--- src/hdl/affc_pkg.sv ---
// Constants, register map and helpers for the analog fault flag unit.
// Assumes a byte-addressed classic Wishbone slave port with 32-bit data.
package affc_pkg;
    // Register byte addresses
    localparam logic [7:0] ADDR_SYS_CLR = 8'h14;
    localparam logic [7:0] ADDR_SYS_STS = 8'h18;
    localparam logic [7:0] ADDR_SUP_STS = 8'h1c;
    localparam logic [7:0] ADDR_SUP_EN = 8'h20;
    localparam logic [7:0] ADDR_SUP_CLR = 8'h24;
    localparam logic [7:0] ADDR_SYS_EN = 8'h28;
    localparam logic [7:0] ADDR_BRG_CLR = 8'h54;
    localparam logic [7:0] ADDR_BRG_STS = 8'h58;
    localparam logic [7:0] ADDR_BRG_EN = 8'h5c;
    localparam logic [7:0] ADDR_SUM = 8'h60;
    localparam logic [7:0] ADDR_SUM_MASK = 8'h64;

    // Analog module flag fields
    localparam int SYS_W = 16;
    localparam logic [15:0] SYS_IMPL = 16'h0fc7;
    localparam int SYS_REF_MSB = 11;
    localparam int SYS_REF_LSB = 10;
    localparam int SYS_TEMP_MSB = 9;
    localparam int SYS_TEMP_LSB = 6;
    localparam int SYS_LIN_MSB = 2;
    localparam int SYS_LIN_LSB = 0;

    // Bridge driver fields
    localparam int THR_W = 5;
    localparam int THR_STS_LSB = 24;
    localparam int THR_STS_MSB = 28;
    localparam int THR_IS_LSB = 16;
    localparam int THR_IS_MSB = 20;
    localparam int FET_W = 4;
    localparam int OC_LSB = 10;
    localparam int OC_MSB = 13;
    localparam int SHORT_LSB = 0;
    localparam int SHORT_MSB = 3;
    localparam logic [31:0] BRG_STS_RESET = 32'h00000030;
    localparam logic [31:0] BRG_RSVD = 32'he0e0c3c0;
    localparam logic [31:0] BRG_EN_IMPL = 32'h001f3c0f;

    // Supply fields
    localparam int SUP_W = 8;
    localparam int SUP_STS_LSB = 16;
    localparam int SUP_STS_MSB = 23;
    localparam int SUP_IS_LSB = 0;
    localparam int SUP_IS_MSB = 7;
    localparam logic [7:0] SUP_EN_RESET = 8'hff;

    // Event summary
    localparam int SUM_W = 3;
    localparam int SUM_SYS = 0;
    localparam int SUM_BRG = 1;
    localparam int SUM_SUP = 2;

    localparam logic [31:0] WORD_ZERO = 32'h00000000;

    function automatic logic addr_hit(input logic [7:0] adr, input logic [7:0] reg_adr);
        addr_hit = (adr[7:2] == reg_adr[7:2]);
    endfunction

    function automatic logic [31:0] lane_mask(input logic [3:0] sel);
        lane_mask = WORD_ZERO;
        for (int i = 0; i < 4; i++) begin
            lane_mask[i*8 +: 8] = {8{sel[i]}};
        end
    endfunction
endpackage : affc_pkg

--- src/hdl/affc_flag_bank.sv ---
// Bank of sticky fault flags, set by edge or by level of a condition.
// Assumes conditions are synchronous to mclk_i.
module affc_flag_bank #(
    parameter int W = 4,
    parameter bit EDGE = 1'b1
) (
    // Clock and reset
    input wire logic mclk_i,
    input wire logic rst_i,
    // Condition and clear
    input wire logic [W-1:0] cond_i,
    input wire logic [W-1:0] clr_i,
    // Flags
    output logic [W-1:0] flags_o,
    output logic [W-1:0] set_o
);
    logic [W-1:0] prev_q;
    logic [W-1:0] flags_q;

    // Edge mode ignores a condition that simply stays high
    assign set_o = EDGE ? (cond_i & ~prev_q) : cond_i;
    assign flags_o = flags_q;

    always_ff @(posedge mclk_i) begin
        if (rst_i) begin
            prev_q <= '0;
        end else begin
            prev_q <= cond_i;
        end
    end

    // Set beats clear so a coincident event survives
    always_ff @(posedge mclk_i) begin
        if (rst_i) begin
            flags_q <= '0;
        end else begin
            flags_q <= (flags_q & ~clr_i) | set_o;
        end
    end
endmodule // affc_flag_bank

--- src/hdl/affc_wb_slave.sv ---
// Classic Wishbone handshake: one wait state, ack for one cycle.
// Assumes the master holds its request until it samples ack.
module affc_wb_slave (
    // Clock and reset
    input wire logic mclk_i,
    input wire logic rst_i,
    // Bus
    input wire logic wb_cyc_i,
    input wire logic wb_stb_i,
    output logic wb_ack_o,
    // Access strobes
    output logic req_o,
    output logic acc_o
);
    logic ack_q;

    assign wb_ack_o = ack_q;
    assign req_o = wb_cyc_i & wb_stb_i & ~ack_q;
    // Effects happen on the edge where the master sees ack
    assign acc_o = wb_cyc_i & wb_stb_i & ack_q;

    always_ff @(posedge mclk_i) begin
        if (rst_i) begin
            ack_q <= 1'b0;
        end else begin
            ack_q <= req_o;
        end
    end
endmodule // affc_wb_slave

--- src/hdl/affc_unit.sv ---
// Analog fault flag bank with write-one-to-clear registers and interrupts.
// Assumes a classic Wishbone master and conditions synchronous to mclk_i.
// Function
// - Writing one to bits 9..6 clears temperature shutdown and prewarning flags.
// - Writing one to bits 11..10 clears reference over and under flags.
// - Writing one to bits 2..0 clears LIN timeout, overheat, overcurrent flags.
// - Bridge bits 28..24 report drain and pump threshold warnings.
// - Bridge bits 20..16 hold interrupt flags for those five warnings.
// - Bridge bits 13..10 flag external transistor overcurrent.
// - Bridge bits 3..0 flag pre-driver short faults.
// - Writing one to bridge clear bits 28..24 clears threshold status flags.
// - Writing one to bridge clear bits 20..16 clears threshold interrupt flags.
// - Writing one to bridge clear bits 13..10 clears overcurrent flags.
// - Writing one to bridge clear bits 3..0 clears short flags.
// - Supply status bits 23..20 show overvoltage of four supplies.
// - Supply status bits 19..16 show undervoltage of four supplies.
// - Bridge reserved bits read as zero.
// - Interrupt flags set on condition edge; threshold status set by level, held until cleared; supply status follows condition.
// - Module interrupt only when flag and its enable bit are set.
//
// Chosen here: the Wishbone register port.
module affc_unit
    import affc_pkg::*;
(
    // Clock and reset
    input wire logic mclk_i,
    input wire logic rst_i,
    // Wishbone slave
    input wire logic wb_cyc_i,
    input wire logic wb_stb_i,
    input wire logic wb_we_i,
    input wire logic [7:0] wb_adr_i,
    input wire logic [3:0] wb_sel_i,
    input wire logic [31:0] wb_dat_i,
    output logic [31:0] wb_dat_o,
    output logic wb_ack_o,
    // Fault conditions
    input wire logic [15:0] sys_cond_i,
    input wire logic [4:0] thr_cond_i,
    input wire logic [3:0] fet_oc_i,
    input wire logic [3:0] predrv_short_i,
    input wire logic [3:0] supply_over_i,
    input wire logic [3:0] supply_under_i,
    // Interrupts
    output logic analog_irq_o,
    output logic bridge_irq_o,
    output logic supply_irq_o,
    output logic irq_o
);
    logic req;
    logic acc;
    logic wr;
    logic rd;
    logic [31:0] wm;
    logic [31:0] lm;
    logic [31:0] rd_data;
    logic [31:0] dat_q;
    logic [31:0] brg_word;

    logic [SYS_W-1:0] sys_clr;
    logic [SYS_W-1:0] sys_flags;
    logic [SYS_W-1:0] sys_set;
    logic [SYS_W-1:0] sys_en_q;

    logic [THR_W-1:0] thr_sts_clr;
    logic [THR_W-1:0] thr_sts;
    logic [THR_W-1:0] thr_sts_set;
    logic [THR_W-1:0] thr_is_clr;
    logic [THR_W-1:0] thr_is;
    logic [THR_W-1:0] thr_set;
    logic [FET_W-1:0] oc_clr;
    logic [FET_W-1:0] oc_flags;
    logic [FET_W-1:0] oc_set;
    logic [FET_W-1:0] short_clr;
    logic [FET_W-1:0] short_flags;
    logic [FET_W-1:0] short_set;
    logic [31:0] brg_en_q;

    logic [SUP_W-1:0] sup_cond;
    logic [SUP_W-1:0] sup_sts_q;
    logic [SUP_W-1:0] sup_clr;
    logic [SUP_W-1:0] sup_is;
    logic [SUP_W-1:0] sup_set;
    logic [SUP_W-1:0] sup_en_q;

    logic [SUM_W-1:0] sum_q;
    logic [SUM_W-1:0] sum_set;
    logic [SUM_W-1:0] sum_clr;
    logic [SUM_W-1:0] sum_mask_q;
    logic analog_irq_q;
    logic bridge_irq_q;
    logic supply_irq_q;
    logic irq_q;

    affc_wb_slave u_bus (
        .mclk_i(mclk_i),
        .rst_i(rst_i),
        .wb_cyc_i(wb_cyc_i),
        .wb_stb_i(wb_stb_i),
        .wb_ack_o(wb_ack_o),
        .req_o(req),
        .acc_o(acc)
    );

    assign wr = acc & wb_we_i;
    assign rd = acc & ~wb_we_i;
    // Unselected byte lanes never clear anything
    assign lm = lane_mask(wb_sel_i);
    assign wm = wb_dat_i & lm;

    // Write-one clears of the analog module flags
    always_comb begin
        sys_clr = '0;
        if (wr && addr_hit(wb_adr_i, ADDR_SYS_CLR)) begin
            sys_clr[SYS_TEMP_MSB:SYS_TEMP_LSB] = wm[SYS_TEMP_MSB:SYS_TEMP_LSB];
            sys_clr[SYS_REF_MSB:SYS_REF_LSB] = wm[SYS_REF_MSB:SYS_REF_LSB];
            sys_clr[SYS_LIN_MSB:SYS_LIN_LSB] = wm[SYS_LIN_MSB:SYS_LIN_LSB];
        end
    end

    // Write-one clears of the bridge driver flags
    always_comb begin
        thr_sts_clr = '0;
        thr_is_clr = '0;
        oc_clr = '0;
        short_clr = '0;
        if (wr && addr_hit(wb_adr_i, ADDR_BRG_CLR)) begin
            thr_sts_clr = wm[THR_STS_MSB:THR_STS_LSB];
            thr_is_clr = wm[THR_IS_MSB:THR_IS_LSB];
            oc_clr = wm[OC_MSB:OC_LSB];
            short_clr = wm[SHORT_MSB:SHORT_LSB];
        end
    end

    // Supply interrupt flag clears
    always_comb begin
        sup_clr = '0;
        if (wr && addr_hit(wb_adr_i, ADDR_SUP_CLR)) begin
            sup_clr = wm[SUP_IS_MSB:SUP_IS_LSB];
        end
    end

    // Unimplemented analog sources never raise a flag
    affc_flag_bank #(.W(SYS_W), .EDGE(1'b1)) u_sys (
        .mclk_i(mclk_i),
        .rst_i(rst_i),
        .cond_i(sys_cond_i & SYS_IMPL),
        .clr_i(sys_clr),
        .flags_o(sys_flags),
        .set_o(sys_set)
    );

    // Threshold warning status re-sets each cycle while the warning lasts, then holds until cleared
    affc_flag_bank #(.W(THR_W), .EDGE(1'b0)) u_thr_sts (
        .mclk_i(mclk_i),
        .rst_i(rst_i),
        .cond_i(thr_cond_i),
        .clr_i(thr_sts_clr),
        .flags_o(thr_sts),
        .set_o(thr_sts_set)
    );

    affc_flag_bank #(.W(THR_W), .EDGE(1'b1)) u_thr_is (
        .mclk_i(mclk_i),
        .rst_i(rst_i),
        .cond_i(thr_cond_i),
        .clr_i(thr_is_clr),
        .flags_o(thr_is),
        .set_o(thr_set)
    );

    affc_flag_bank #(.W(FET_W), .EDGE(1'b1)) u_oc (
        .mclk_i(mclk_i),
        .rst_i(rst_i),
        .cond_i(fet_oc_i),
        .clr_i(oc_clr),
        .flags_o(oc_flags),
        .set_o(oc_set)
    );

    affc_flag_bank #(.W(FET_W), .EDGE(1'b1)) u_short (
        .mclk_i(mclk_i),
        .rst_i(rst_i),
        .cond_i(predrv_short_i),
        .clr_i(short_clr),
        .flags_o(short_flags),
        .set_o(short_set)
    );

    assign sup_cond = {supply_over_i, supply_under_i};

    affc_flag_bank #(.W(SUP_W), .EDGE(1'b1)) u_sup (
        .mclk_i(mclk_i),
        .rst_i(rst_i),
        .cond_i(sup_cond),
        .clr_i(sup_clr),
        .flags_o(sup_is),
        .set_o(sup_set)
    );

    // Live supply status, one cycle behind the condition
    always_ff @(posedge mclk_i) begin
        if (rst_i) begin
            sup_sts_q <= '0;
        end else begin
            sup_sts_q <= sup_cond;
        end
    end

    // Enable registers
    always_ff @(posedge mclk_i) begin
        if (rst_i) begin
            sys_en_q <= '0;
            brg_en_q <= WORD_ZERO;
            sup_en_q <= SUP_EN_RESET;
        end else if (wr) begin
            if (addr_hit(wb_adr_i, ADDR_SYS_EN)) begin
                sys_en_q <= ((sys_en_q & ~lm[SYS_W-1:0]) | wm[SYS_W-1:0]) & SYS_IMPL;
            end else if (addr_hit(wb_adr_i, ADDR_BRG_EN)) begin
                brg_en_q <= ((brg_en_q & ~lm) | wm) & BRG_EN_IMPL;
            end else if (addr_hit(wb_adr_i, ADDR_SUP_EN)) begin
                sup_en_q <= (sup_en_q & ~lm[SUP_W-1:0]) | wm[SUP_W-1:0];
            end
        end
    end

    // Bridge status word with fixed ones and zeroed reserved ranges
    always_comb begin
        brg_word = BRG_STS_RESET;
        brg_word[THR_STS_MSB:THR_STS_LSB] = thr_sts;
        brg_word[THR_IS_MSB:THR_IS_LSB] = thr_is;
        brg_word[OC_MSB:OC_LSB] = oc_flags;
        brg_word[SHORT_MSB:SHORT_LSB] = short_flags;
    end

    // Read decode; clear registers read as zero, unmapped reads as zero
    always_comb begin
        rd_data = WORD_ZERO;
        if (addr_hit(wb_adr_i, ADDR_SYS_STS)) begin
            rd_data[SYS_W-1:0] = sys_flags;
        end else if (addr_hit(wb_adr_i, ADDR_SYS_EN)) begin
            rd_data[SYS_W-1:0] = sys_en_q;
        end else if (addr_hit(wb_adr_i, ADDR_SUP_STS)) begin
            rd_data[SUP_STS_MSB:SUP_STS_LSB] = sup_sts_q;
            rd_data[SUP_IS_MSB:SUP_IS_LSB] = sup_is;
        end else if (addr_hit(wb_adr_i, ADDR_SUP_EN)) begin
            rd_data[SUP_W-1:0] = sup_en_q;
        end else if (addr_hit(wb_adr_i, ADDR_BRG_STS)) begin
            rd_data = brg_word;
        end else if (addr_hit(wb_adr_i, ADDR_BRG_EN)) begin
            rd_data = brg_en_q;
        end else if (addr_hit(wb_adr_i, ADDR_SUM)) begin
            rd_data[SUM_W-1:0] = sum_q;
        end else if (addr_hit(wb_adr_i, ADDR_SUM_MASK)) begin
            rd_data[SUM_W-1:0] = sum_mask_q;
        end
    end

    // Read data is sampled with the request and held under ack
    always_ff @(posedge mclk_i) begin
        if (rst_i) begin
            dat_q <= WORD_ZERO;
        end else if (req && !wb_we_i) begin
            dat_q <= rd_data;
        end
    end

    assign wb_dat_o = dat_q;

    // Summary: new events per group, cleared by reading
    assign sum_set[SUM_SYS] = |sys_set;
    assign sum_set[SUM_BRG] = |{thr_set, oc_set, short_set};
    assign sum_set[SUM_SUP] = |sup_set;
    // Only bits that were returned are cleared, so a late event is kept
    assign sum_clr = (rd && addr_hit(wb_adr_i, ADDR_SUM)) ? dat_q[SUM_W-1:0] : '0;

    always_ff @(posedge mclk_i) begin
        if (rst_i) begin
            sum_q <= '0;
        end else begin
            sum_q <= (sum_q & ~sum_clr) | sum_set;
        end
    end

    always_ff @(posedge mclk_i) begin
        if (rst_i) begin
            sum_mask_q <= '0;
        end else if (wr && addr_hit(wb_adr_i, ADDR_SUM_MASK) && wb_sel_i[0]) begin
            sum_mask_q <= wb_dat_i[SUM_W-1:0];
        end
    end

    // Registered interrupt outputs
    always_ff @(posedge mclk_i) begin
        if (rst_i) begin
            analog_irq_q <= 1'b0;
            bridge_irq_q <= 1'b0;
            supply_irq_q <= 1'b0;
            irq_q <= 1'b0;
        end else begin
            analog_irq_q <= |(sys_flags & sys_en_q);
            bridge_irq_q <= |(brg_word & brg_en_q);
            supply_irq_q <= |(sup_is & sup_en_q);
            irq_q <= |(sum_q & sum_mask_q);
        end
    end

    assign analog_irq_o = analog_irq_q;
    assign bridge_irq_o = bridge_irq_q;
    assign supply_irq_o = supply_irq_q;
    assign irq_o = irq_q;
endmodule // affc_unit

--- config.mk ---
export PLATFORM = sky130hd
export DESIGN_NAME = affc_unit
export DESIGN_NICKNAME = d
export VERILOG_FILES = /design/src/hdl/affc_pkg.sv /design/src/hdl/affc_flag_bank.sv /design/src/hdl/affc_wb_slave.sv /design/src/hdl/affc_unit.sv
export SDC_FILE = /design/constraint.sdc
export NUM_CORES = 1
export LEC_CHECK = 0
export ABC_AREA = 1
export BUFFER_PORTS_ARGS = -buffer_cell sky130_fd_sc_hd__buf_2
export CAP_MARGIN = 20
export CORE_UTILIZATION = 30
export CTS_BUF_LIST = sky130_fd_sc_hd__clkbuf_4
export DETAILED_ROUTE_END_ITERATION = 7
export GPL_TIMING_DRIVEN = 0
export HOLD_SLACK_MARGIN = 0.12
export PLACE_DENSITY = 0.59
export SKIP_CTS_REPAIR_TIMING = 1
export SLEW_MARGIN = 20
export SYNTH_ARGS = -nofsm -noshare
export SYNTH_HDL_FRONTEND = slang
export SYNTH_HIERARCHICAL = 1
export SYNTH_SLANG_ARGS = --single-unit
--- constraint.sdc ---
create_clock -name mclk_i -period 2 [get_ports mclk_i]
set_input_delay 0.5 -clock mclk_i [delete_from_list [all_inputs] [get_ports mclk_i]]
set_output_delay 0.5 -clock mclk_i [all_outputs]
set_load 0.02 [all_outputs]
### After elaboration in Yosys (flattened, before gate mapping)

Cells that the tools add are included.

| cells by class | value |
|---|---|
| equal/unequal tests | 11 |
| mux-type cells | 23 |
| bitwise gates (word level) | 54 |
| reduce and logical (&&, ||, !) cells | 18 |

Operator list:

| operator | number |
|---|---|
| two-way mux 16 bit | 3 |
| two-way mux 8 bit | 5 |
| bitwise AND 8 bit | 4 |
| OR reduction 16 bit | 2 |
| OR reduction 32 bit | 1 |
| equality test 6 x 5 -> 1 bit (second input constant) | 5 |
| bitwise AND 29 x 21 -> 29 bit | 1 |
| bitwise AND 29 bit | 1 |
| two-way mux 29 bit | 1 |
| NOT 8 bit | 3 |
| bitwise AND 21 bit | 1 |
| two-way mux 21 bit | 1 |
| NOT 21 bit | 1 |
| OR 21 bit | 1 |
| equality test 6 x 3 -> 1 bit (second input constant) | 3 |
| equality test 6 x 4 -> 1 bit (second input constant) | 3 |
| two-way mux 18 bit | 1 |
| bitwise AND 12 x 16 -> 16 bit | 1 |
| bitwise AND 16 x 12 -> 16 bit | 1 |
| bitwise AND 16 bit | 1 |
| bitwise AND 4 bit | 4 |
| NOT 12 -> 16 bit | 1 |
| NOT 16 bit | 1 |
| NOT 4 bit | 4 |
| 27 further kinds | 56 |

| word-level totals | value |
|---|---|
| flip-flop bits (word level) | 152 |
| input port bits | 86 |
| word-level logic and storage cells | 129 |

### Longest topological paths before layout

| depth | value |
|---|---|
| depth in word-level cells | 9 |
| depth in mapped cells | 11 |
| depth with buffers taken out | 11 |

### Modules after synthesis

The synthesis kept the hierarchy.

Modules (own cells, without submodules):

| module | times used | cells an instance | area each (µm²) | sequential area each (µm²) |
|---|---|---|---|---|
| affc_unit | 1 | 584 | 3863.7 | 1541.5 |
| affc_flag_bank at u_sys | 1 | 163 | 1174.9 | 640.6 |
| affc_flag_bank at u_oc ... | 2 | 41 | 326.6 | 160.2 |
| affc_flag_bank at u_sup | 1 | 82 | 603.1 | 320.3 |
| affc_flag_bank at u_thr_is | 1 | 51 | 404.1 | 200.2 |
| affc_flag_bank at u_thr_sts | 1 | 30 | 219.0 | 100.1 |
| affc_wb_slave | 1 | 6 | 47.5 | 20.0 |

### Least setup slack after synthesis

OpenSTA, ideal clock, no wires.

| timing | value |
|---|---|
| kind | input to register |
| start | input wb_cyc_i |
| end | register u_thr_is.flags_q[0] (netlist: u_thr_is/flags_o[0]) |
| setup time | 0.116 ns |
| arrival time | 1.699 ns |
| required time | 1.884 ns |
| setup slack | 0.186 ns |
| stages | 10 |
| path buffers | 1 |
| path through | nand2_1 > nor2_2 > nand2_2 > nor3_1 > nand2_1 > buf_2 > nor2_1 > inv_1 > nand2_1 > a21oi_2 |

| on the way | value |
|---|---|
| word-level cells in the longest chain between the ends | 8 |

Ends and longest elaborated chain:

| item | RTL line | text |
|---|---|---|
| start, declared | affc_unit.sv:29 | `input wire logic wb_cyc_i,` |
| bitwise AND 1 bit (2 in a row) | affc_wb_slave.sv:20 | `assign acc_o = wb_cyc_i & wb_stb_i & ack_q;` |
| via acc | affc_unit.sv:51 | `logic acc;` |
| bitwise AND 1 bit | affc_unit.sv:105 | `assign wr = acc & wb_we_i;` |
| logical AND 1 bit | affc_unit.sv:127 | `if (wr && addr_hit(wb_adr_i, ADDR_BRG_CLR)) begin` |
| two-way mux 5 bit | affc_unit.sv:127 |  |
| via thr_is_clr[0] | affc_unit.sv:68 | `logic [THR_W-1:0] thr_is_clr;` |
| NOT 5 bit | affc_flag_bank.sv:37 | `flags_q <= (flags_q & ~clr_i) \| set_o;` |
| bitwise AND 5 bit | affc_flag_bank.sv:37 |  |
| OR 5 bit | affc_flag_bank.sv:37 |  |
| end signal, assigned | affc_flag_bank.sv:37 |  |
| end, declared | affc_flag_bank.sv:18 | `logic [W-1:0] flags_q;` |

The timed path passes the listed nets, and every way through them passes these cells.
A chain may end at the register's enable or synchronous reset.

### Worst setup path in the final report

| timing | value |
|---|---|
| start | register u_bus.ack_q (netlist: u_bus/wb_ack_o) |
| end | register u_oc.flags_q[2] (netlist: u_oc/flags_o[2]) |

| on the way | value |
|---|---|
| word-level cells in the longest chain between the ends | 7 |

Ends and longest elaborated chain:

| item | RTL line | text |
|---|---|---|
| start, declared | affc_wb_slave.sv:15 | `logic ack_q;` |
| start signal, assigned | affc_wb_slave.sv:26 | `ack_q <= req_o;` |
| bitwise AND 1 bit | affc_wb_slave.sv:20 |  |
| via acc | affc_unit.sv:51 |  |
| bitwise AND 1 bit | affc_unit.sv:105 |  |
| logical AND 1 bit | affc_unit.sv:127 |  |
| two-way mux 4 bit | affc_unit.sv:127 |  |
| via oc_clr[2] | affc_unit.sv:71 | `logic [FET_W-1:0] oc_clr;` |
| NOT 4 bit | affc_flag_bank.sv:37 |  |
| bitwise AND 4 bit | affc_flag_bank.sv:37 |  |
| OR 4 bit | affc_flag_bank.sv:37 |  |
| end signal, assigned | affc_flag_bank.sv:37 |  |
| end, declared | affc_flag_bank.sv:18 |  |

The timed path passes the listed nets, and every way through them passes these cells.

==> metrics <==
outcome finished, final reports clean; Max VDD drop 0.276 mV; Layout Skew 0.0232 ns; Synth Instances 993; Arrival @ worst endpoint 2.33 ns; later-pin clock latency in the skew report 0.57 ns; hold crit path type input pin to register; Starting Density 0.306; fin. max-slew vios 0; Root Driver clkbuf_4; die area 23700 µm²; Tcrit/Tclk final 0.926; Final Non-Filler Cells 1444; required time worst endpoint 2.47 ns; crit-path max FO 10; CTS H-tree depth 4; M1 WL 9900 µm; Final Hold Fails 0; final instance area 8250 µm²; DRT Pass-1 Iters 6; Setup crit end kind register; chip height 154 µm; fillcell total 2428; max layer used met4; total gr overflow 0; # rows 55; Port Buffers 100; antenna violations before repair 1; Clock Sinks 157; DR iter-0 viols 472; RePlAce Congestion 0.905; total number of vias 6376; power density cells 691 nW/µm²; Syn Area/Cell 6.98 µm²; Critical Path Max Stage Delay 0.39 ns; max cap viols 0; minimum clock period 1.85 ns; layout cells sized above 1 0.174; reg2reg setup slack 0.15 ns; Cells after DPL 1401; most common cell after layout, fill and taps aside nand2_1; Max Root-Sink Buffers 2; Reg2Reg Depth 10; TritonCTS clock tree yes; core area 22600 µm²; hold path endpoint u_sys/prev_q[2]; area delta synth->final 19.1%; Max Clk Rate 0.540 GHz; Buf+Inv Stages, Crit Path 3; CP Class register to register; vias per inst 4.42; Hold Crit Depth 3; Final Setup Violations 0; CP startpoint kind register; vias in the first global route 5956; drt drc 0; drt wl/cell 14.5 µm; clk slew on worst S/H paths 0.14 ns; hpwl dp 15900 µm; crit-path cells inv_2 > nor2_4 > nand2_4 > nor3_4 > nand2_2 > clkbuf_4 > nor2_1 > inv_1 > nand2_1 > a21oi_2; Synth Cell Area 6930 µm²; final WL 20900 µm; Slowest-stage cell, CP dfxtp_2; reg2reg start u_bus/wb_ack_o; final net count 1231; met2 WL 9330 µm; reg-to-reg endpoint u_oc/flags_o[2]; Post-DP Area 7870 µm²; delay-heaviest family, CP simple AND/OR/NAND/NOR gates; most frequent cells in the layout 229 x nand2_1, 222 x inv_1, 156 x dfxtp_1; Final ANT Viol Nets 0; actual slew at the worst max-slew pin 0.867 ns; die width 154 µm; DR WL met3 1130 µm; pin count of the biggest net entering global routing 17; relative slew slack 0.422; Synth Warn # 6; min-delay src sys_cond_i[2]; CTS Buf Count 17; global-route wire length before repair 32400 µm; GRT Util Overall 0.182; LEAKAGE 3.91 nW; IO Count 123; Finished Core Util 0.365
## worst reg2reg max path, cell delays in order (launching register included)
cell and delay (ns):
dfxtp_2 0.39, inv_2 0.05, nor2_4 0.14, nand2_4 0.14, nor3_4 0.35, nand2_2 0.16
clkbuf_4 0.23, nor2_1 0.11, inv_1 0.05, nand2_1 0.07, a21oi_2 0.05
## how the worst max path moves through the flow
stage,from,endpoint,slack (ns),cells past startpoint
finish,u_bus/wb_ack_o,u_oc/flags_o[2],0.15,10
global route,u_bus/wb_ack_o,u_short/flags_o[1],-0.02,10
CTS,u_bus/wb_ack_o,u_sys/flags_o[11],-0.18,9
detailed placement,wb_cyc_i,u_sys/flags_o[11],-0.41,10
global placement,wb_cyc_i,u_sys/flags_o[11],-0.41,10
floorplan,wb_cyc_i,u_thr_is/flags_o[0],0.19,10
## where the power goes
| part | internal [mW] | switching, mW | total, mW |
|---|---|---|---|
| Clock | 0.604 | 1.14 | 1.74 |
| Sequential | 3.26 | 0.0726 | 3.33 |
| Combinational | 0.221 | 0.410 | 0.631 |
## layout make-up
cell class	instances	area, µm²	area share
repair buffers	110	601	0.0728
flip-flops and latches	157	3140	0.381
multi-input cells	603	2850	0.345
inverters	224	841	0.102
well taps	285	357	0.0432
plain buffers	32	219	0.0265
clock buffers	18	135	0.0164
diodes	1	2.50	0.000303
clock inverters	14	104	0.0126
## layer usage
layer,global-route usage,up-vias
met1,0.246,2835
met4,0.0738,0
li1,-,3320
met2,0.282,184
met5,0,-
met3,0.0383,37
## per-stage QoR
step | TNS, ns | total power [mW] | hold slack [ns] | setup WS (ns)
after floorplan | 0 | 3.75 | 0.433 | 0.186
after global placement | -29.76 | 4.00 | 0.449 | -0.408
after detailed placement | -30.51 | 4.01 | 0.454 | -0.409
after CTS | -4.15 | 5.73 | 0.0872 | -0.184
after global routing | -0.0190 | 5.96 | 0.121 | -0.0152
final | 0 | 5.70 | 0.136 | 0.147
No activity file was read; power rests on OpenSTA's default activity.
